===== src/design/mfs_pkg.sv =====
// Package of constants for the memory fault status byte block
package mfs_pkg;

  // ----------------------------------------
  // Bus geometry
  // ----------------------------------------
  localparam int ADDR_W = 12;
  localparam int DATA_W = 32;
  localparam int FLAG_W = 8;

  // ----------------------------------------
  // Register byte offsets
  // ----------------------------------------
  localparam logic [11:0] OFF_STATUS = 12'h000;
  localparam logic [11:0] OFF_ADDR = 12'h004;
  localparam logic [11:0] OFF_CTRL = 12'h008;
  localparam logic [11:0] OFF_IRQ_STAT = 12'h00C;
  localparam logic [11:0] OFF_IRQ_EN = 12'h010;
  localparam logic [11:0] OFF_IRQ_CLR = 12'h014;

  // ----------------------------------------
  // Status byte and control field positions
  // ----------------------------------------
  localparam int BIT_FETCH = 0;
  localparam int BIT_DATA = 1;
  localparam int BIT_UNSTACK = 3;
  localparam int BIT_STACK = 4;
  localparam int BIT_ADDR_VALID = 7;
  localparam int BIT_MPU_EN = 0;

  // Implemented bits; 6:5 and 2 are reserved and read zero
  localparam logic [7:0] STATUS_MASK = 8'h9B;
  localparam logic [7:0] EVENT_MASK = 8'h1B;

  // ----------------------------------------
  // Reset values
  // ----------------------------------------
  localparam logic [7:0] STATUS_RESET = 8'h00;
  localparam logic [7:0] IRQ_EN_RESET = 8'h00;
  localparam logic [31:0] ADDR_RESET = 32'h0000_0000;
  localparam logic [0:0] CTRL_RESET = 1'h0;

  // ----------------------------------------
  // Bus responses
  // ----------------------------------------
  localparam logic [1:0] RESP_OKAY = 2'h0;
  localparam logic [1:0] RESP_SLVERR = 2'h2;

endpackage : mfs_pkg


===== src/design/mfs_evt_if.sv =====
// Interface carrying classified fault events between block modules
`timescale 1ns/1ns
interface mfs_evt_if;
  // One-cycle pulses, one per violation kind
  logic stack_viol;
  logic unstack_viol;
  logic data_viol;
  logic fetch_viol;
  // Address of the access and PC of the faulting instruction
  logic [31:0] viol_addr;
  logic [31:0] viol_pc;

  modport src (
    output stack_viol, unstack_viol, data_viol, fetch_viol,
    output viol_addr, viol_pc
  );
  modport sink (
    input stack_viol, unstack_viol, data_viol, fetch_viol,
    input viol_addr, viol_pc
  );
endinterface : mfs_evt_if


===== src/design/mfs_fault_detect.sv =====
// Classifier that turns core access checks into violation pulses
`timescale 1ns/1ns
module mfs_fault_detect (
  // Clock and reset
  input wire logic clk,
  input wire logic rst,
  // Configuration
  input wire logic mpu_en,
  // Core access checks
  input wire logic stack_fault,
  input wire logic unstack_fault,
  input wire logic ls_req,
  input wire logic ls_write,
  input wire logic ls_perm_rd,
  input wire logic ls_perm_wr,
  input wire logic [31:0] ls_addr,
  input wire logic fetch_req,
  input wire logic fetch_xn,
  input wire logic fetch_perm_x,
  input wire logic [31:0] pc,
  // Classified events
  mfs_evt_if.src evt
);

  // ----------------------------------------
  // Registered classification
  // ----------------------------------------
  // Permission checks only apply with protection on
  always_ff @(posedge clk) begin
    if (rst) begin
      evt.stack_viol <= 1'b0;
      evt.unstack_viol <= 1'b0;
      evt.data_viol <= 1'b0;
      evt.fetch_viol <= 1'b0;
      evt.viol_addr <= 32'h0000_0000;
      evt.viol_pc <= 32'h0000_0000;
    end else begin
      evt.stack_viol <= stack_fault;
      evt.unstack_viol <= unstack_fault;
      evt.data_viol <= ls_req & mpu_en &
        (ls_write ? ~ls_perm_wr : ~ls_perm_rd);
      // Never-execute regions fault whatever the protection state
      evt.fetch_viol <= fetch_req &
        (fetch_xn | (mpu_en & ~fetch_perm_x));
      evt.viol_addr <= ls_addr;
      evt.viol_pc <= pc;
    end
  end

endmodule : mfs_fault_detect


===== src/design/mfs_frame_ctrl.sv =====
// Exception frame directives for the core after a violation
`timescale 1ns/1ns
module mfs_frame_ctrl (
  // Clock and reset
  input wire logic clk,
  input wire logic rst,
  // Classified events
  mfs_evt_if.sink evt,
  // Frame directives, registered
  output logic frame_valid,
  output logic frame_sp_adjust,
  output logic frame_save,
  output logic frame_chain,
  output logic [31:0] frame_pc
);

  // ----------------------------------------
  // Directive register
  // ----------------------------------------
  // Unstack fault chains: keep old frame, no new save, SP left alone
  always_ff @(posedge clk) begin
    if (rst) begin
      frame_valid <= 1'b0;
      frame_sp_adjust <= 1'b0;
      frame_save <= 1'b0;
      frame_chain <= 1'b0;
      frame_pc <= 32'h0000_0000;
    end else begin
      frame_valid <= evt.stack_viol | evt.unstack_viol |
        evt.data_viol | evt.fetch_viol;
      if (evt.unstack_viol) begin
        frame_sp_adjust <= 1'b0;
        frame_save <= 1'b0;
        frame_chain <= 1'b1;
      end else begin
        frame_sp_adjust <= 1'b1;
        frame_save <= 1'b1;
        frame_chain <= 1'b0;
      end
      // Return PC names the faulting instruction
      frame_pc <= evt.viol_pc;
    end
  end

endmodule : mfs_frame_ctrl


===== src/design/mfs_status_top.sv =====
// Memory fault status byte with AXI4-Lite register access
//
// Chosen here: register access over AXI4-Lite and the placing of the registers.
`timescale 1ns/1ns
module mfs_status_top #(
  parameter int ADDR_W = mfs_pkg::ADDR_W
) (
  // Clock and reset
  input wire logic SYS_CLK,
  input wire logic SYS_RST,
  // AXI4-Lite write address
  input wire logic [ADDR_W-1:0] S_AXI_AWADDR,
  input wire logic S_AXI_AWVALID,
  output logic S_AXI_AWREADY,
  // AXI4-Lite write data
  input wire logic [31:0] S_AXI_WDATA,
  input wire logic [3:0] S_AXI_WSTRB,
  input wire logic S_AXI_WVALID,
  output logic S_AXI_WREADY,
  // AXI4-Lite write response
  output logic [1:0] S_AXI_BRESP,
  output logic S_AXI_BVALID,
  input wire logic S_AXI_BREADY,
  // AXI4-Lite read address
  input wire logic [ADDR_W-1:0] S_AXI_ARADDR,
  input wire logic S_AXI_ARVALID,
  output logic S_AXI_ARREADY,
  // AXI4-Lite read data
  output logic [31:0] S_AXI_RDATA,
  output logic [1:0] S_AXI_RRESP,
  output logic S_AXI_RVALID,
  input wire logic S_AXI_RREADY,
  // Core stacking checks
  input wire logic CORE_STACK_FAULT,
  input wire logic CORE_UNSTACK_FAULT,
  // Core load/store checks
  input wire logic CORE_LS_REQ,
  input wire logic CORE_LS_WRITE,
  input wire logic CORE_LS_PERM_RD,
  input wire logic CORE_LS_PERM_WR,
  input wire logic [31:0] CORE_LS_ADDR,
  // Core fetch checks
  input wire logic CORE_FETCH_REQ,
  input wire logic CORE_FETCH_XN,
  input wire logic CORE_FETCH_PERM_X,
  input wire logic [31:0] CORE_PC,
  // Frame directives to the core
  output logic FRAME_VALID,
  output logic FRAME_SP_ADJUST,
  output logic FRAME_SAVE,
  output logic FRAME_CHAIN,
  output logic [31:0] FRAME_PC,
  // Status view and interrupt
  output logic [7:0] FAULT_STATUS,
  output logic IRQ
);

  // ----------------------------------------
  // Parameter check
  // ----------------------------------------
  // Register map needs at least five address bits
  generate
    if (ADDR_W < 5 || ADDR_W > 32) begin : g_bad_addr
      $error("mfs_status_top: ADDR_W out of range");
    end
  endgenerate

  // ----------------------------------------
  // Address decode helpers
  // ----------------------------------------
  // Word index match on the low address bits
  function automatic logic hit(
    input logic [ADDR_W-1:0] a,
    input logic [11:0] off
  );
    logic [31:0] a32;
    a32 = 32'h0000_0000;
    a32[ADDR_W-1:0] = a; // Zero-extend so a five-bit bus needs no empty slice
    hit = (a32[4:2] == off[4:2]) && (a32[31:5] == 27'h000_0000);
  endfunction : hit

  // Known register for a given access direction
  function automatic logic mapped(
    input logic [ADDR_W-1:0] a,
    input logic is_wr
  );
    mapped = hit(a, mfs_pkg::OFF_STATUS) ||
      hit(a, mfs_pkg::OFF_CTRL) ||
      hit(a, mfs_pkg::OFF_IRQ_EN) ||
      (is_wr ? hit(a, mfs_pkg::OFF_IRQ_CLR)
             : (hit(a, mfs_pkg::OFF_ADDR) ||
                hit(a, mfs_pkg::OFF_IRQ_STAT)));
  endfunction : mapped

  // ----------------------------------------
  // Internal state
  // ----------------------------------------
  logic [7:0] status;
  logic [7:0] next_status;
  logic [31:0] fault_addr_capture;
  logic mpu_en;
  logic [7:0] irq_stat;
  logic [7:0] next_irq_stat;
  logic [7:0] irq_en;
  logic [ADDR_W-1:0] aw_addr;
  logic aw_held;
  logic [31:0] w_data;
  logic [3:0] w_strb;
  logic w_held;
  logic do_write;
  logic [7:0] evt_bits;
  logic [7:0] st_clr;
  logic [7:0] irq_clr;

  mfs_evt_if evt ();

  // ----------------------------------------
  // Fault classification
  // ----------------------------------------
  mfs_fault_detect u_detect (
    .clk (SYS_CLK),
    .rst (SYS_RST),
    .mpu_en (mpu_en),
    .stack_fault (CORE_STACK_FAULT),
    .unstack_fault (CORE_UNSTACK_FAULT),
    .ls_req (CORE_LS_REQ),
    .ls_write (CORE_LS_WRITE),
    .ls_perm_rd (CORE_LS_PERM_RD),
    .ls_perm_wr (CORE_LS_PERM_WR),
    .ls_addr (CORE_LS_ADDR),
    .fetch_req (CORE_FETCH_REQ),
    .fetch_xn (CORE_FETCH_XN),
    .fetch_perm_x (CORE_FETCH_PERM_X),
    .pc (CORE_PC),
    .evt (evt.src)
  );

  // ----------------------------------------
  // Frame directives
  // ----------------------------------------
  mfs_frame_ctrl u_frame (
    .clk (SYS_CLK),
    .rst (SYS_RST),
    .evt (evt.sink),
    .frame_valid (FRAME_VALID),
    .frame_sp_adjust (FRAME_SP_ADJUST),
    .frame_save (FRAME_SAVE),
    .frame_chain (FRAME_CHAIN),
    .frame_pc (FRAME_PC)
  );

  // ----------------------------------------
  // AXI write channels
  // ----------------------------------------
  // Address and data may arrive in either order
  always_ff @(posedge SYS_CLK) begin
    if (SYS_RST) begin
      aw_held <= 1'b0;
      aw_addr <= '0;
    end else if (S_AXI_AWVALID && S_AXI_AWREADY) begin
      aw_held <= 1'b1;
      aw_addr <= S_AXI_AWADDR;
    end else if (do_write) begin
      aw_held <= 1'b0;
    end
  end

  // Write data holding stage
  always_ff @(posedge SYS_CLK) begin
    if (SYS_RST) begin
      w_held <= 1'b0;
      w_data <= 32'h0000_0000;
      w_strb <= 4'h0;
    end else if (S_AXI_WVALID && S_AXI_WREADY) begin
      w_held <= 1'b1;
      w_data <= S_AXI_WDATA;
      w_strb <= S_AXI_WSTRB;
    end else if (do_write) begin
      w_held <= 1'b0;
    end
  end

  // Ready only while the holding slot is empty
  always_ff @(posedge SYS_CLK) begin
    if (SYS_RST) begin
      S_AXI_AWREADY <= 1'b0;
      S_AXI_WREADY <= 1'b0;
    end else begin
      S_AXI_AWREADY <= ~aw_held & ~S_AXI_BVALID &
        ~(S_AXI_AWVALID & S_AXI_AWREADY);
      S_AXI_WREADY <= ~w_held & ~S_AXI_BVALID &
        ~(S_AXI_WVALID & S_AXI_WREADY);
    end
  end

  assign do_write = aw_held & w_held & ~S_AXI_BVALID;

  // Response after both halves are in
  always_ff @(posedge SYS_CLK) begin
    if (SYS_RST) begin
      S_AXI_BVALID <= 1'b0;
      S_AXI_BRESP <= mfs_pkg::RESP_OKAY;
    end else if (do_write) begin
      S_AXI_BVALID <= 1'b1;
      S_AXI_BRESP <= mapped(aw_addr, 1'b1) ?
        mfs_pkg::RESP_OKAY : mfs_pkg::RESP_SLVERR;
    end else if (S_AXI_BREADY) begin
      S_AXI_BVALID <= 1'b0;
    end
  end

  // ----------------------------------------
  // Write strobes to registers
  // ----------------------------------------
  // Only byte lane 0 carries flag bits
  always_comb begin
    st_clr = 8'h00;
    irq_clr = 8'h00;
    if (do_write && w_strb[0]) begin
      if (hit(aw_addr, mfs_pkg::OFF_STATUS)) begin
        st_clr = w_data[7:0] & mfs_pkg::STATUS_MASK;
      end else if (hit(aw_addr, mfs_pkg::OFF_IRQ_CLR)) begin
        irq_clr = w_data[7:0] & mfs_pkg::EVENT_MASK;
      end
    end
  end

  // ----------------------------------------
  // Control and interrupt enable
  // ----------------------------------------
  always_ff @(posedge SYS_CLK) begin
    if (SYS_RST) begin
      mpu_en <= mfs_pkg::CTRL_RESET[0];
      irq_en <= mfs_pkg::IRQ_EN_RESET;
    end else if (do_write && w_strb[0]) begin
      if (hit(aw_addr, mfs_pkg::OFF_CTRL)) begin
        mpu_en <= w_data[mfs_pkg::BIT_MPU_EN];
      end else if (hit(aw_addr, mfs_pkg::OFF_IRQ_EN)) begin
        irq_en <= w_data[7:0] & mfs_pkg::EVENT_MASK;
      end
    end
  end

  // ----------------------------------------
  // Status byte
  // ----------------------------------------
  // Hardware set beats a same-cycle software clear
  always_comb begin
    evt_bits = 8'h00;
    evt_bits[mfs_pkg::BIT_STACK] = evt.stack_viol;
    evt_bits[mfs_pkg::BIT_UNSTACK] = evt.unstack_viol;
    evt_bits[mfs_pkg::BIT_DATA] = evt.data_viol;
    evt_bits[mfs_pkg::BIT_FETCH] = evt.fetch_viol;
    // Only a data fault loads an address, so only it validates
    evt_bits[mfs_pkg::BIT_ADDR_VALID] = evt.data_viol;
    next_status = ((status & ~st_clr) | evt_bits) &
      mfs_pkg::STATUS_MASK;
  end

  always_ff @(posedge SYS_CLK) begin
    if (SYS_RST) begin
      status <= mfs_pkg::STATUS_RESET;
    end else begin
      status <= next_status;
    end
  end

  // ----------------------------------------
  // Fault address capture
  // ----------------------------------------
  // Stack, unstack and fetch faults leave the address alone
  always_ff @(posedge SYS_CLK) begin
    if (SYS_RST) begin
      fault_addr_capture <= mfs_pkg::ADDR_RESET;
    end else if (evt.data_viol) begin
      fault_addr_capture <= evt.viol_addr;
    end
  end

  // ----------------------------------------
  // Interrupt status and line
  // ----------------------------------------
  always_comb begin
    next_irq_stat = ((irq_stat & ~irq_clr) |
      (evt_bits & mfs_pkg::EVENT_MASK));
  end

  always_ff @(posedge SYS_CLK) begin
    if (SYS_RST) begin
      irq_stat <= 8'h00;
    end else begin
      irq_stat <= next_irq_stat;
    end
  end

  // Registered so the line follows the next-cycle state
  always_ff @(posedge SYS_CLK) begin
    if (SYS_RST) begin
      IRQ <= 1'b0;
      FAULT_STATUS <= mfs_pkg::STATUS_RESET;
    end else begin
      IRQ <= |(next_irq_stat & irq_en);
      FAULT_STATUS <= next_status;
    end
  end

  // ----------------------------------------
  // AXI read channel
  // ----------------------------------------
  // One read at a time; address taken only while idle
  always_ff @(posedge SYS_CLK) begin
    if (SYS_RST) begin
      S_AXI_ARREADY <= 1'b0;
    end else begin
      S_AXI_ARREADY <= ~S_AXI_RVALID &
        ~(S_AXI_ARVALID & S_AXI_ARREADY);
    end
  end

  // Read data mux; reserved bits and upper lanes return zero, except for the full-width fault address
  always_ff @(posedge SYS_CLK) begin
    if (SYS_RST) begin
      S_AXI_RVALID <= 1'b0;
      S_AXI_RDATA <= 32'h0000_0000;
      S_AXI_RRESP <= mfs_pkg::RESP_OKAY;
    end else if (S_AXI_ARVALID && S_AXI_ARREADY) begin
      S_AXI_RVALID <= 1'b1;
      S_AXI_RRESP <= mapped(S_AXI_ARADDR, 1'b0) ?
        mfs_pkg::RESP_OKAY : mfs_pkg::RESP_SLVERR;
      if (hit(S_AXI_ARADDR, mfs_pkg::OFF_STATUS)) begin
        S_AXI_RDATA <= {24'h00_0000, status};
      end else if (hit(S_AXI_ARADDR, mfs_pkg::OFF_ADDR)) begin
        S_AXI_RDATA <= fault_addr_capture;
      end else if (hit(S_AXI_ARADDR, mfs_pkg::OFF_CTRL)) begin
        S_AXI_RDATA <= {31'h0000_0000, mpu_en};
      end else if (hit(S_AXI_ARADDR, mfs_pkg::OFF_IRQ_STAT)) begin
        S_AXI_RDATA <= {24'h00_0000, irq_stat};
      end else if (hit(S_AXI_ARADDR, mfs_pkg::OFF_IRQ_EN)) begin
        S_AXI_RDATA <= {24'h00_0000, irq_en};
      end else begin
        S_AXI_RDATA <= 32'h0000_0000;
      end
    end else if (S_AXI_RREADY) begin
      S_AXI_RVALID <= 1'b0;
    end
  end

  // Address-valid clear by the hard fault handler is a status W1C of bit 7

endmodule : mfs_status_top


===== config.mk =====
export PLATFORM = sky130hd
export DESIGN_NAME = mfs_status_top
export DESIGN_NICKNAME = d
export VERILOG_FILES = /design/src/design/mfs_pkg.sv /design/src/design/mfs_evt_if.sv /design/src/design/mfs_fault_detect.sv /design/src/design/mfs_frame_ctrl.sv /design/src/design/mfs_status_top.sv
export SDC_FILE = /design/constraint.sdc
export NUM_CORES = 1
export LEC_CHECK = 0
export BUFFER_PORTS_ARGS = -buffer_cell sky130_fd_sc_hd__buf_4
export CORE_UTILIZATION = 50
export DETAILED_ROUTE_END_ITERATION = 7
export PLACE_DENSITY_LB_ADDON = 0.3
export SKIP_LAST_GASP = 1
export SLEW_MARGIN = 25
export SYNTH_ARGS = -nofsm -noshare
export SYNTH_HDL_FRONTEND = slang
export SYNTH_SLANG_ARGS = --single-unit

===== constraint.sdc =====
create_clock -name SYS_CLK -period 2.1 [get_ports SYS_CLK]
set_clock_uncertainty 0.2 [all_clocks]
set_input_delay 0.21 -clock SYS_CLK [delete_from_list [all_inputs] [get_ports SYS_CLK]]
set_output_delay 0.21 -clock SYS_CLK [all_outputs]
set_load 0.05 [all_outputs]

; Word level (Yosys, flattened, before mapping)
; Index checks and enable logic that the tools add are counted.
[totals]
output_inout_bits = 86
register_bits = 221
inputBits = 140
[classes]
n_mux = 22
eq_ne = 7
bitwise_logic = 36
n_reduce_logical = 31
[op_table]
columns = operator, count
row1 = 2-to-1 mux 32 bit, 2
row2 = 2-to-1 mux 8 bit, 4
row3 = 2-to-1 mux 5 bit, 4
row4 = bitwise AND 8 bit, 2
row5 = inverter 8 bit, 2
row6 = bitwise AND 1 bit, 14
row7 = zero test 7 bit, 2
row8 = logical AND 1 bit, 13
row9 = inverter 1 bit, 11
row10 = 2-to-1 mux 1 bit, 10
row11 = "== test 3 x 2 -> 1 bit, second input constant", 3
row12 = "== test 3 bit, second input constant", 3
row13 = bitwise AND 8 x 5 -> 8 bit, 1
row14 = bitwise OR 8 x 5 -> 8 bit, 1
row15 = bitwise OR 8 bit, 1
row16 = nonzero test 2 bit, 4
row17 = OR reduction 8 bit, 1
row18 = logical OR 1 bit, 7
row19 = zero test 3 bit, 2
row20 = 2-to-1 mux 2 bit, 2
row21 = bitwise OR 1 bit, 4
row22 = "== test 3 x 1 -> 1 bit, second input constant", 1
row23 = AND reduction 3 bit, 1
row24 = AND reduction 2 bit, 1

; Depth between registers and ports, before layout
[logic_depth]
ltp_word = 10
ltp_mapped = 5
mapped_depth_nobuf = 4

; By module
; From an unflattened synthesis, not the netlist that was laid out.
[unflattened]
hier_cells = 621
hier_area_um2 = 6722.7
[modules_own_cells]
columns = mod, area_each_um2, n_inst, cells_each, seq_area_each_um2
row1 = mfs_status_top, 3885.0, 1, 400, 2082.0
row2 = mfs_fault_detect, 1873.0, 1, 146, 1361.3
row3 = mfs_frame_ctrl, 964.7, 1, 75, 700.7

; Worst setup path after synthesis
; Ideal clock, no wire load.
[synth_path]
path_kind = reg2reg
startpoint = register S_AXI_ARREADY
endpoint = register S_AXI_RDATA[11]
n_path_buf = 1
slack_ns = 0.018
arrival_ns = 1.818
stages_incl_launch_ff = 6
path_cell_list = dfxtp_1 nand2_1 nor4_4 buf_6 a22oi_2 nor2_2
[synth_via]
elab_chain_cells = 1
[synth_rtl]
columns = element, line
row1 = from (decl), mfs_status_top.sv:27  ; output logic S_AXI_ARREADY,
row2 = from (signal assigned), mfs_status_top.sv:315  ; S_AXI_ARREADY <= ~S_AXI_RVALID &
row3 = logical AND 1 bit, mfs_status_top.sv:326  ; end else if (S_AXI_ARVALID && S_AXI_ARREADY) begin
row4 = to (signal assigned), mfs_status_top.sv:331  ; S_AXI_RDATA <= {24'h00_0000, status};
row5 = to (signal assigned), mfs_status_top.sv:333  ; S_AXI_RDATA <= fault_addr_capture;
row6 = to (signal assigned), mfs_status_top.sv:335  ; S_AXI_RDATA <= {31'h0000_0000, mpu_en};
row7 = to (decl), mfs_status_top.sv:29  ; output logic [31:0] S_AXI_RDATA,
; Every way passes these cells.
; A chain may end at the register's enable or synchronous reset.

; Worst setup path after layout
[layout_path]
startpoint = input port S_AXI_WVALID
endpoint = register w_strb[0]
[layout_via]
elab_chain_cells = 1
[layout_rtl]
columns = element, line
row1 = from (decl), mfs_status_top.sv:18  ; input wire logic S_AXI_WVALID,
row2 = logical AND 1 bit, mfs_status_top.sv:174  ; end else if (S_AXI_WVALID && S_AXI_WREADY) begin
row3 = to (signal assigned), mfs_status_top.sv:173  ; w_strb <= 4'h0;
row4 = to (signal assigned), mfs_status_top.sv:177  ; w_strb <= S_AXI_WSTRB;
row5 = to (decl), mfs_status_top.sv:108  ; logic [3:0] w_strb;
; Every way passes these cells.

==> flow_summary.json <==
{
  "final_antenna_net_count": 0,
  "ys_async_sr_fraction": 0,
  "clkSinkCount": 207,
  "syn2layout_area_growth_pct": 46.9,
  "muxShareOfSynthArea": 0.0550,
  "fill_cells": 865,
  "syn_avg_cell_area_sq_um": 10.6,
  "layout-drive-gt1-share": 0.296,
  "tns_ns": 0,
  "fp.dieArea_sq_um": 14300,
  "worstSetupStartpointType": "input port",
  "cts_tree": "done",
  "vdd_ir_drop_max_uv": 690,
  "cts-root-buf": "clkbuf_16",
  "grt_pass1_wl_microns": 27200,
  "dp_slack_ns": 0.119,
  "diodes": 0,
  "synth_xor_area_frac": 0,
  "design_area_sq_um": 10200,
  "drc": 0,
  "path_class": "in -> reg",
  "multi_input_area_sq_um": 2560,
  "post_cts_buffers": 0,
  "critical_path_arrival_ns": 2.23,
  "cts_buffers": 21,
  "drt-vias-per-instance": 4.99,
  "p_per_area_nw_per_um2": 834,
  "synth-compound-area-share": 0.0974,
  "finalSetupViolCount": 0,
  "leakage_uw": 0.00418,
  "die_w_microns": 120,
  "place.gp.congestion": 0.823,
  "post-route-min-period_ns": 2.06,
  "period_share": 0.979,
  "maxSlewViolCount": 0,
  "postSynthCellCount": 652,
  "track_usage": 0.236,
  "io_buffers": 186,
  "boundaryPins": 226,
  "synthAdderAreaFrac": 0,
  "hold_class": "in -> reg",
  "insertion_delay_ns": 0.49,
  "tightest_slew_ns": 0.714,
  "grt-ovfl-total": 0,
  "required_ns": 2.27,
  "wl_per_cell_microns": 15.0,
  "rows": 42,
  "cts_max_level": 1,
  "dp_hpwl_microns": 10100,
  "placedInstanceArea_sq_um": 8480,
  "yosys_most_used_dff": "dfxtp_1",
  "synth_edf_count": 0,
  "synth_top_family_by_area": "simple AND/OR/NAND/NOR gates",
  "die_h_microns": 120,
  "wl_microns": 16900,
  "yosysSeqAreaShare": 0.598,
  "nets": 1073,
  "ys_ff_latch": 207,
  "syn_area_sq_um": 6930,
  "cts.path.max_buffers": 3,
  "outcome": "finished, final reports clean",
  "fmax_mhz": 486,
  "via_count": 5594,
  "antenna_found_initial": 0,
  "rsz0062_at_grt": "no",
  "regArea_sq_um": 4150,
  "hold_viol_final": 0,
  "relSlewSlack": 0.524,
  "drt_iter0_drc": 390,
  "drt_first_pass_iters": 4,
  "crit_path_max_fanout": 8,
  "synth_cell_types": 48,
  "cap_violations": 0,
  "yosysWarnings": 0,
  "setup_slack_ns": 0.0432,
  "cp-end-kind": "register",
  "total_power_uw": 8490,
  "clkTransAtPathRegs_ns": 0.06,
  "grt_pass1_vias": 5761,
  "start_util": 0.517,
  "core_sq_um": 13400,
  "synthSimpleGateAreaFrac": 0.213,
  "grt_max_degree": 94
}
-- Yosys cell counts (all sizes together), types with 2 or more instances --
cell type / n / area, sq um
nand4: 3 / 18.8
nor4bb: 2 / 20.0
dfxtp: 207 / 4140
buf: 17 / 114
nor2: 80 / 350
a221o: 3 / 30.0
and2: 2 / 12.5
nand2: 39 / 146
o311ai: 3 / 26.3
a211oi: 10 / 75.1
nor3: 6 / 30.0
nor4: 5 / 46.3
a21oi: 26 / 130
o21ai: 5 / 25.0
clkbuf: 29 / 116
nand3: 8 / 40.0
nor2b: 106 / 663
mux2i: 37 / 370
nor3b: 4 / 30.0
inv: 6 / 22.5
a22oi: 29 / 318
and3b: 2 / 17.5
nand2b: 5 / 31.3
-- logic make-up after synthesis --
logic type	after synthesis
simple gates	270
other cells	1
mux	38
compound gates	84
buf+inv	52
flops	207
-- sequential cells by signal, summed over array words and instances, names as in the netlist, 4 cells and up --
name	flops
irq_stat	4
FAULT_STATUS	5
fault_addr_capture	32
w_data	5
S_AXI_RDATA	32
u_frame.frame_pc	32
aw_addr	10
irq_en	4
u_detect.evt.viol_addr	32
u_detect.evt.viol_pc	32
-- placed cells by master (no fill, tap or decap), drive strengths merged, types with 26 or more instances in the layout --
cell type	n
dfxtp	207
mux2i	37
nor2b	106
clkbuf	30
nand2	39
a22oi	29
nor2	80
a21oi	26
dlygate4sd3	101
buf	198
-- per-layer routing --
metal | global-route usage | vias to the layer above | share of wire
met3 | 0.0570 | 37 | 0.063
li1 | - | 2736 | -
met4 | 0.0766 | 0 | 0.021
met5 | 0 | - | 0
met2 | 0.432 | 170 | 0.51
met1 | 0.266 | 2651 | 0.40
-- layout make-up --
class / count / area share
tap: 176 / 0.0216
multi-input combinational: 397 / 0.252
inverter: 6 / 0.00221
clock inverter: 6 / 0.00651
timing repair buffer: 300 / 0.252
sequential: 207 / 0.407
clock buffer: 30 / 0.0589
-- where the power goes --
part	switching [uW]	leakage (uW)	internal (uW)
combinational	416	0.00216	403
sequential	66.1	0.00170	4060
clock	1440	0.000328	2110
total	1920	0.00418	6570
-- worst paths after layout --
path | startpoint | depth (start not counted) | to | slack [ns]
max | S_AXI_WVALID | 6 | w_strb[0] | 0.04
min | SYS_RST | 2 | u_frame.frame_pc[22] | 0.02
max reg2reg | S_AXI_WREADY | 4 | w_strb[0] | 0.08
min reg2reg | u_detect.evt.viol_pc[3] | 1 | u_frame.frame_pc[3] | 0.24
-- worst max-delay path, cell delays in order --
cell,delay [ns]
dlygate4sd3_1,0.55
buf_4,0.16
nand3_1,0.09
dlygate4sd3_1,0.56
a21oi_1,0.07
dlygate4sd3_1,0.60
-- repair_timing --
action | CTS | global route
gates resized for setup | 0 | 5
setup endpoints to repair | 0 | 6
endpoints found under the hold margin | 95 | 0
hold buffers | 102 | 0
-- stage by stage --
step,util,instances,hold slack (ns)
2_1_floorplan,-,656,0.135
3_3_place_gp,0.633,984,0.215
3_5_place_dp,0.633,984,0.224
4_1_cts,0.759,1122,0.0137
5_1_grt,0.760,1122,0.0446
6_report,0.760,1122,0.0182
(Power assumes the default switching activity.)
